<file path="src/shared/twl_pkg.sv">
// twl_pkg: constants and types for the two-wire converter load host
// assumes: 25 MHz system clock; link clock made here by a divider
package twl_pkg;
   localparam int WORD_W        = 12;
   localparam int CNT_W         = 4;
   localparam int FIFO_DEPTH    = 32;
   localparam int SEL_W         = 2;
   localparam int CLK_HZ        = 25_000_000;
   // power-up clear hold, in microseconds
   localparam int CLR_TIME_US   = 10_000;
   localparam int CLR_CYCLES    = CLR_TIME_US * (CLK_HZ / 1_000_000);
   // half period of the line clock, in system clocks
   localparam logic [3:0] HALF_DIV     = 4'h4;
   localparam logic [3:0] LAST_BIT     = 4'hb;
   localparam logic [3:0] LOAD_COUNT   = 4'hc;
   localparam logic [3:0] CNT_RELOAD   = 4'h0;
   localparam logic [3:0] SETTLE_HALVES = 4'h3;
   typedef logic [WORD_W-1:0] twl_word_t;
   typedef enum logic [2:0]
   {
      TWL_CLEAR  = 3'b000,
      TWL_IDLE   = 3'b001,
      TWL_SETUP  = 3'b010,
      TWL_LOW    = 3'b011,
      TWL_HIGH   = 3'b100,
      TWL_STROBE = 3'b101,
      TWL_SELECT = 3'b110
   } twl_state_e;
endpackage

</file>
<file path="src/shared/twl_stream_if.sv">
// twl_stream_if: valid/ready word stream between fifo and sequencer
// assumes: both ends share one clock
`timescale 1ns/1ps
interface twl_stream_if;
   import twl_pkg::*;
   logic                    valid;
   logic                    ready;
   logic [WORD_W+SEL_W:0]   data;
   modport source
   (
      output valid,
      output data,
      input  ready
   );
   modport sink
   (
      input  valid,
      input  data,
      output ready
   );
endinterface

</file>
<file path="src/core/twl_fifo.sv">
// twl_fifo: parameterised synchronous fifo with valid/ready on both sides
// assumes: single clock, synchronous active-high reset
`timescale 1ns/1ps
module twl_fifo
#(
   parameter int WIDTH = 15,
   parameter int DEPTH = 32
)
(
   input  wire logic             clk,
   input  wire logic             rst,
   input  wire logic             inValid,
   output logic                  inReady,
   input  wire logic [WIDTH-1:0] inData,
   twl_stream_if.source          out
);
   localparam int AW = $clog2(DEPTH);
   logic [WIDTH-1:0] mem [DEPTH];
   logic [AW-1:0]    wrPtr;
   logic [AW-1:0]    rdPtr;
   logic [AW:0]      fill;
   logic             push;
   logic             pop;

   assign inReady   = (fill != (AW+1)'(DEPTH));
   assign out.valid = (fill != '0);
   assign out.data  = mem[rdPtr];
   assign push      = inValid && inReady;
   assign pop       = out.valid && out.ready;

   always_ff @(posedge clk)
   begin
      if (push)
      begin
         mem[wrPtr] <= inData;
      end
   end

   always_ff @(posedge clk)
   begin
      if (rst)
      begin
         wrPtr <= '0;
         rdPtr <= '0;
         fill  <= '0;
      end
      else
      begin
         if (push)
         begin
            wrPtr <= wrPtr + AW'(1);
         end
         if (pop)
         begin
            rdPtr <= rdPtr + AW'(1);
         end
         fill <= fill + (AW+1)'(push) - (AW+1)'(pop);
      end
   end
endmodule

</file>
<file path="src/core/twl_host.sv">
// twl_host: host that loads serial 12-bit converters over two lines
// assumes: adapter counter and converters sit outside; pins registered except wordReady
//
// How it works
// RULE_01: adapter counter advances on each rising line clock edge.
// RULE_02: adapter inverts line clock; converter shifts on falling edges.
// RULE_03: after twelfth bit the adapter count reads 1011.
// RULE_04: next rising edge gives 1100, adapter drives load strobe low.
// RULE_05: load strobe also reloads the counter, blocking a thirteenth shift.
// RULE_06: after last word, line clock stops high after thirteenth pulse.
// RULE_07: another word repeats the same thirteen-pulse sequence.
// RULE_08: power-on clear holds counter and converters for 10 ms.
// RULE_09: shared data; select only the target converter to transfer.
// RULE_10: select decoder enable inactive while address changes.
// RULE_11: clear during power-up forces outputs to zero scale.
// RULE_12: three-line variant ties select low; data, clock, strobe cross.
// RULE_13: window limits loaded into separate converters by limit select.
// RULE_14: converter copies shift register on load strobe low.
// RULE_15: extra bits push out oldest bits; last twelve kept.
// RULE_16: clear acts asynchronously, forcing output to zero.
// RULE_17: line clock already high before select deasserts.
// RULE_18: adapter counter four bits, reload value zero.
// RULE_19: words sent msb first, natural binary, one bit per pulse.
`timescale 1ns/1ps
module twl_host
   import twl_pkg::*;
#(
   parameter int CLEAR_CYCLES = twl_pkg::CLR_CYCLES
)
(
   input  wire logic                 clk,
   input  wire logic                 rst,
   input  wire logic                 wordValid,
   output logic                      wordReady,
   input  wire twl_pkg::twl_word_t   wordData,
   input  wire logic [SEL_W-1:0]     wordAddr,
   input  wire logic                 wordLimitHigh,
   input  wire logic                 lineClkIn,
   output logic                      lineClk,
   output logic                      serialBitOut,
   output logic                      zeroOutput_n,
   output logic [SEL_W-1:0]          decodeAddr,
   output logic                      decodeEnable_n,
   output logic                      limitChannelSelect,
   output logic                      busy
);
   twl_stream_if q ();

   twl_state_e            state;
   twl_state_e            next_state;
   logic [31:0]           clearCount;
   logic [3:0]            divCount;
   logic                  halfTick;
   logic [3:0]            bitCount;
   logic [3:0]            settle;
   twl_word_t             shiftWord;
   logic                  echoMeta;
   logic                  echoSync;
   logic                  frameLast;
   logic                  inFrameNext;

   twl_fifo #(.WIDTH(WORD_W + SEL_W + 1), .DEPTH(FIFO_DEPTH)) u_fifo
   (
      .clk     (clk),
      .rst     (rst),
      .inValid (wordValid),
      .inReady (wordReady),
      .inData  ({wordLimitHigh, wordAddr, wordData}),
      .out     (q.source)
   );

   // line clock echo passes two flops before any use
   always_ff @(posedge clk)
   begin
      echoMeta <= lineClkIn;
      echoSync <= echoMeta;
   end

   // divider that makes the line clock
   always_ff @(posedge clk)
   begin
      if (rst || state == TWL_IDLE || state == TWL_CLEAR)
      begin
         divCount <= '0;
      end
      else if (halfTick)
      begin
         divCount <= '0;
      end
      else
      begin
         divCount <= divCount + 4'h1;
      end
   end
   assign halfTick = (divCount == HALF_DIV - 4'h1);

   // power-on clear hold
   always_ff @(posedge clk)
   begin
      if (rst)
      begin
         clearCount <= '0;
      end
      else if (state == TWL_CLEAR)
      begin
         clearCount <= clearCount + 32'h1;
      end
   end

   assign q.ready   = (state == TWL_IDLE);
   assign frameLast = (bitCount == CNT_RELOAD); // RULE_05 RULE_06

   always_comb
   begin
      next_state = state;
      case (state)
         TWL_CLEAR:
            if (clearCount >= 32'(CLEAR_CYCLES - 1))
            begin
               next_state = TWL_IDLE; // RULE_08
            end
         TWL_IDLE:
            if (q.valid)
            begin
               next_state = TWL_SETUP;
            end
         TWL_SETUP:
            if (halfTick && settle == SETTLE_HALVES)
            begin
               next_state = TWL_LOW; // RULE_10
            end
         TWL_LOW:
            if (halfTick)
            begin
               next_state = TWL_HIGH; // RULE_01
            end
         TWL_HIGH:
            if (halfTick)
            begin
               next_state = frameLast ? TWL_STROBE : TWL_LOW;
            end
         TWL_STROBE:
            if (halfTick && echoSync)
            begin
               next_state = TWL_SELECT; // RULE_17
            end
         TWL_SELECT:
            if (halfTick)
            begin
               next_state = TWL_IDLE; // RULE_07
            end
         default:
            next_state = TWL_CLEAR;
      endcase
   end

   always_ff @(posedge clk)
   begin
      if (rst)
      begin
         state <= TWL_CLEAR;
      end
      else
      begin
         state <= next_state;
      end
   end

   // settle counter for address before enable
   always_ff @(posedge clk)
   begin
      if (rst || state != TWL_SETUP)
      begin
         settle <= '0;
      end
      else if (halfTick)
      begin
         settle <= settle + 4'h1;
      end
   end

   // pulse count mirrors adapter counter, wraps to reload on 13th pulse
   always_ff @(posedge clk)
   begin
      if (rst || state == TWL_IDLE)
      begin
         bitCount <= CNT_RELOAD; // RULE_18
      end
      else if (state == TWL_LOW && halfTick)
      begin
         if (bitCount == LOAD_COUNT)
         begin
            bitCount <= CNT_RELOAD; // RULE_05
         end
         else
         begin
            bitCount <= bitCount + 4'h1; // RULE_03 RULE_04
         end
      end
   end

   // word shifter, msb first
   always_ff @(posedge clk)
   begin
      if (rst)
      begin
         shiftWord <= '0;
      end
      else if (state == TWL_IDLE && q.valid)
      begin
         shiftWord <= {q.data[WORD_W-2:0], 1'b0};
      end
      else if (state == TWL_LOW && halfTick)
      begin
         shiftWord <= {shiftWord[WORD_W-2:0], 1'b0};
      end
   end

   // data pin, changes only while line clock rises or rests high
   always_ff @(posedge clk)
   begin
      if (rst)
      begin
         serialBitOut <= 1'b0;
      end
      else if (state == TWL_IDLE && q.valid)
      begin
         serialBitOut <= q.data[WORD_W-1]; // RULE_19
      end
      else if (state == TWL_LOW && halfTick)
      begin
         serialBitOut <= shiftWord[WORD_W-1]; // RULE_02 RULE_19
      end
   end

   // line clock pin, rests high, low only in LOW state
   always_ff @(posedge clk)
   begin
      if (rst)
      begin
         lineClk <= 1'b1;
      end
      else
      begin
         lineClk <= (next_state != TWL_LOW); // RULE_02 RULE_06 RULE_12
      end
   end

   // shared clear line, low through the clear phase
   always_ff @(posedge clk)
   begin
      if (rst)
      begin
         zeroOutput_n <= 1'b0;
      end
      else
      begin
         zeroOutput_n <= (state != TWL_CLEAR); // RULE_08
      end
   end

   // busy flag
   always_ff @(posedge clk)
   begin
      if (rst)
      begin
         busy <= 1'b0;
      end
      else
      begin
         busy <= (state != TWL_IDLE);
      end
   end

   // decoder address and limit select, latched with the word
   always_ff @(posedge clk)
   begin
      if (rst)
      begin
         decodeAddr         <= '0;
         limitChannelSelect <= 1'b0;
      end
      else if (state == TWL_IDLE && q.valid)
      begin
         decodeAddr         <= q.data[WORD_W+SEL_W-1:WORD_W]; // RULE_09
         limitChannelSelect <= q.data[WORD_W+SEL_W]; // RULE_13
      end
   end

   // decoder enable, low only while the address is stable
   assign inFrameNext = (next_state == TWL_LOW)
                        || (next_state == TWL_HIGH)
                        || (next_state == TWL_STROBE);
   always_ff @(posedge clk)
   begin
      if (rst)
      begin
         decodeEnable_n <= 1'b1;
      end
      else
      begin
         decodeEnable_n <= !inFrameNext; // RULE_10
      end
   end
endmodule

</file>
<file path="config.mk">
export PLATFORM = sky130hd
export DESIGN_NAME = twl_host
export DESIGN_NICKNAME = d
export VERILOG_FILES = /design/src/shared/twl_pkg.sv /design/src/shared/twl_stream_if.sv /design/src/core/twl_fifo.sv /design/src/core/twl_host.sv
export SDC_FILE = /design/constraint.sdc
export NUM_CORES = 1
export LEC_CHECK = 0
export BUFFER_PORTS_ARGS = -buffer_cell sky130_fd_sc_hd__buf_4
export CAP_MARGIN = 15
export CORE_MARGIN = 5
export CORE_UTILIZATION = 32
export DETAILED_ROUTE_END_ITERATION = 12
export SYNTH_ARGS = -nofsm -noshare
export SYNTH_HDL_FRONTEND = slang
export SYNTH_HIERARCHICAL = 1
export SYNTH_SLANG_ARGS = --single-unit
</file>
<file path="constraint.sdc">
create_clock -name clk -period 3.73 [get_ports clk]
set_clock_uncertainty 0.05 [all_clocks]
set_input_delay 0.373 -clock clk [delete_from_list [all_inputs] [get_ports clk]]
set_output_delay 0.373 -clock clk [all_outputs]
set_load 0.05 [all_outputs]
</file>
==> results.py <==
metrics = {
    "clock_tree": {
        "ctsLongestPathBuffers": 3,
        "cts_buffers": 58,
        "clk_latency_ns": 0.61,
        "path_clk_slew_ns": 0.06,
        "h-tree-depth": 2,
        "cts_num_sinks": 569,
        "cts-root-buf": "clkbuf_16",
        "tritoncts": "done",
    },
    "critical_path": {
        "cp_max_fo": 13,
        "slowest_delay_ns": 0.59,
        "cp.arrival_ns": 3.36,
        "reg2regPathDepth": 14,
        "required_ns": 4.13,
        "path_class": "reg -> reg",
        "crit_chain": "inv_1, nor3_1, buf_4, nand2_1, inv_1, ha_1, inv_1, ha_1, inv_1, fa_1, nand2b_1, a21oi_1, o21a_1, nor3_1",
        "cp_slowest_cell": "dfxtp_1",
        "worst-path-stages": 14,
        "cp-end-kind": "flop",
        "crit_family": "adder cells",
        "cp-start-kind": "flop",
        "worst-path-buf-inv": 5,
        "cp_common_cell": "inv_1",
    },
    "power_and_ir_drop": {
        "total_power_uw": 13700,
        "peakVddDrop_mv": 0.408,
        "p_per_area_nw_per_um2": 526,
        "p_leak_uw": 0.00805,
    },
    "hold_path": {
        "hold_class": "in -> reg",
        "hold_depth": 4,
    },
    "sta": {
        "rsz0062_at_grt": "false",
        "slew_headroom_pct": 26.2,
        "post-route-period-util_pct": 79.3,
        "worstMarginPinSlew_ns": 1.11,
        "tns_ns": 0,
        "period_minus_slack_ns": 2.96,
        "hold_ws_ns": 0.128,
        "hold_viol": 0,
        "setup_viol": 0,
        "setup_ws_ns": 0.771,
        "finalMaxSlewViolations": 0,
        "fmax_mhz": 338,
    },
    "route": {
        "drc_errors": 0,
        "first_pass_iters": 5,
        "ant_nets": 0,
        "drt_iter0_markers": 1024,
        "vias": 12285,
        "vias_per_cell": 5.07,
        "totalWireLength_microns": 49700,
        "wire_per_inst_microns": 20.5,
    },
    "logic_synthesis": {
        "synth.mux.area_fraction_pct": 11.4,
        "ys.flop_type": "edfxtp_1",
        "syn_inst": 1376,
        "synth_edf_count": 480,
        "ys_seq_elements": 569,
        "synth.area.top_cells": "edfxtp_1 (64%), dfxtp_1 (7.9%), mux4_2 (6.0%)",
        "synth_top_area_share_pct": 63.9,
        "synth_top_cell_by_area": "edfxtp_1",
        "ys.warnings.count": 6,
        "synth_xor_area_share_pct": 1.67,
        "async_flop_share_pct": 0,
        "synthAdderAreaFrac_pct": 1.19,
        "syn_area_per_cell_sq_um": 16.4,
        "synth_top_family_by_area": "multiplexers",
        "ys_types": 62,
        "synth_compound_area_share_pct": 5.08,
        "synth_area_sq_um": 22600,
        "syn_nets": 1415,
        "ys_seq_area_share_pct": 71.8,
        "synthSimpleGateAreaFrac_pct": 7.05,
    },
    "place": {
        "gp_congestion": 0.777,
        "dp_cells": 2314,
        "pre_cts_ws_ns": 0.826,
        "hpwl_microns": 28900,
        "port_buffers": 27,
    },
    "finish": {
        "final_cells": 2424,
        "layout_commonest_cell": "edfxtp_1",
        "layout_common_cells": "edfxtp_1 (480), mux2i_1 (121), nor2_1 (101)",
        "drive_above_1_share_pct": 17.0,
        "diodes": 0,
        "syn2layout_area_growth_pct": 15.4,
        "nets": 1474,
    },
    "global_route": {
        "overflow": 0,
        "antenna_found_initial": 0,
        "grt_usage_pct": 13.0,
        "first_global_vias": 12322,
        "grt_max_degree": 79,
        "grt_pass1_wl_microns": 75800,
    },
    "floorplan": {
        "fp.dieW_microns": 276,
        "rows": 97,
        "die_y_microns": 276,
        "dieArea_sq_um": 75900,
        "start_util_pct": 32.2,
        "core_area_sq_um": 70000,
        "pin_count": 28,
    },
    "run": {
        "drv_cap": 0,
    },
    "outcome": {
        "status": "finished clean",
    },
}
-- repair_timing --
item | in CTS | in global routing
hold endpoints to repair | 1 | 0
hold buffers | 1 | 0
resized for setup | 0 | 0
setup buffers | 0 | 0
-- worst paths after layout --
| kind | from | endpoint | slack (ns) |
|---|---|---|---|
| setup / recovery | state[0]$_SDFF_PP0_ | u_fifo/fill[4]$_SDFF_PP0_ | 0.77 |
| hold / removal | wordValid | u_fifo/wrPtr[3]$_SDFFE_PP0P_ | 0.13 |
| setup reg to reg | state[0]$_SDFF_PP0_ | u_fifo/fill[4]$_SDFF_PP0_ | 0.77 |
| hold reg to reg | echoMeta$_DFF_P_ | echoSync$_DFF_P_ | 0.28 |
-- layer usage --
| metal | part of all wire [%] | up-vias | routed length (microns) | track usage [%] |
|---|---|---|---|---|
| met4 | 2.1 | 0 | 1060 | 3.54 |
| li1 | - | 5516 | - | - |
| met2 | 47 | 344 | 23500 | 20.9 |
| met3 | 5.3 | 77 | 2630 | 1.84 |
| met5 | 0 | - | 0 | 0 |
| met1 | 45 | 6348 | 22600 | 18.6 |
-- cell usage after synthesis, types with 12 or more instances --
library cell	count
a21oi_1	18
a22o_1	15
a22oi_1	60
a311oi_1	12
buf_2	24
clkbuf_1	38
dfxtp_1	89
edfxtp_1	480
ha_1	19
inv_1	19
mux2i_1	121
mux4_2	60
nand2_1	64
nand3_1	65
nor2_1	103
nor4_1	14
xnor2_1	21
xor2_1	22
-- stage by stage --
stage | cell area (sq um) | utilization (%)
global route | 26000 | 37.2
CTS | 26000 | 37.2
finish | 26000 | 37.2
floorplan | 22600 | -
detailed placement | 24000 | 34.3
global placement | 24000 | 34.3
-- cell families (layout without fill, tap and decap cells) --
kind of cell / count (synthesis) / count (layout)
buffers and inverters: 93 / 201
AO/OA/AOI/OAI: 145 / 145
adder cells (fa/ha/maj): 21 / 21
XOR/XNOR: 43 / 43
multiplexers: 181 / 181
flip-flops: 569 / 569
AND/OR/NAND/NOR: 324 / 324
-- final cells by class --
class / count / area, sq um
fillers: 6453 / 44000
multi-input cells: 714 / 5970
well taps: 940 / 1180
inverters: 19 / 71.3
repair buffers: 73 / 613
clock inverters: 38 / 434
flip-flops and latches: 569 / 16200
clock buffers: 71 / 1570
-- worst min-delay path, delay by kind of cell --
family,cells,cell delay [ns]
AND/OR/NAND/NOR,2,0.15
buffers and inverters,1,0.14
XOR/XNOR,1,0.07
-- flip-flops by register name, summed over array words and instances (netlist names), 2 cells and up, named ones only --
| name | count |
|---|---|
| shiftWord | 11 |
| u_fifo/mem | 480 |
| u_fifo/wrPtr | 5 |
| settle | 4 |
| bitCount | 4 |
| divCount | 4 |
| decodeAddr | 2 |
| clearCount | 32 |
| state | 3 |
| u_fifo/rdPtr | 5 |
| u_fifo/fill | 6 |
-- report_power, final --
part           total, uW  switching (uW)  leakage, uW  internal [uW]
Clock               6000            2430     0.000969           3570
Combinational        653             435      0.00204            218
Sequential          7040            37.9      0.00504           7000
Total              13700            2900      0.00805          10800
Power figures use the tool's default switching activity.
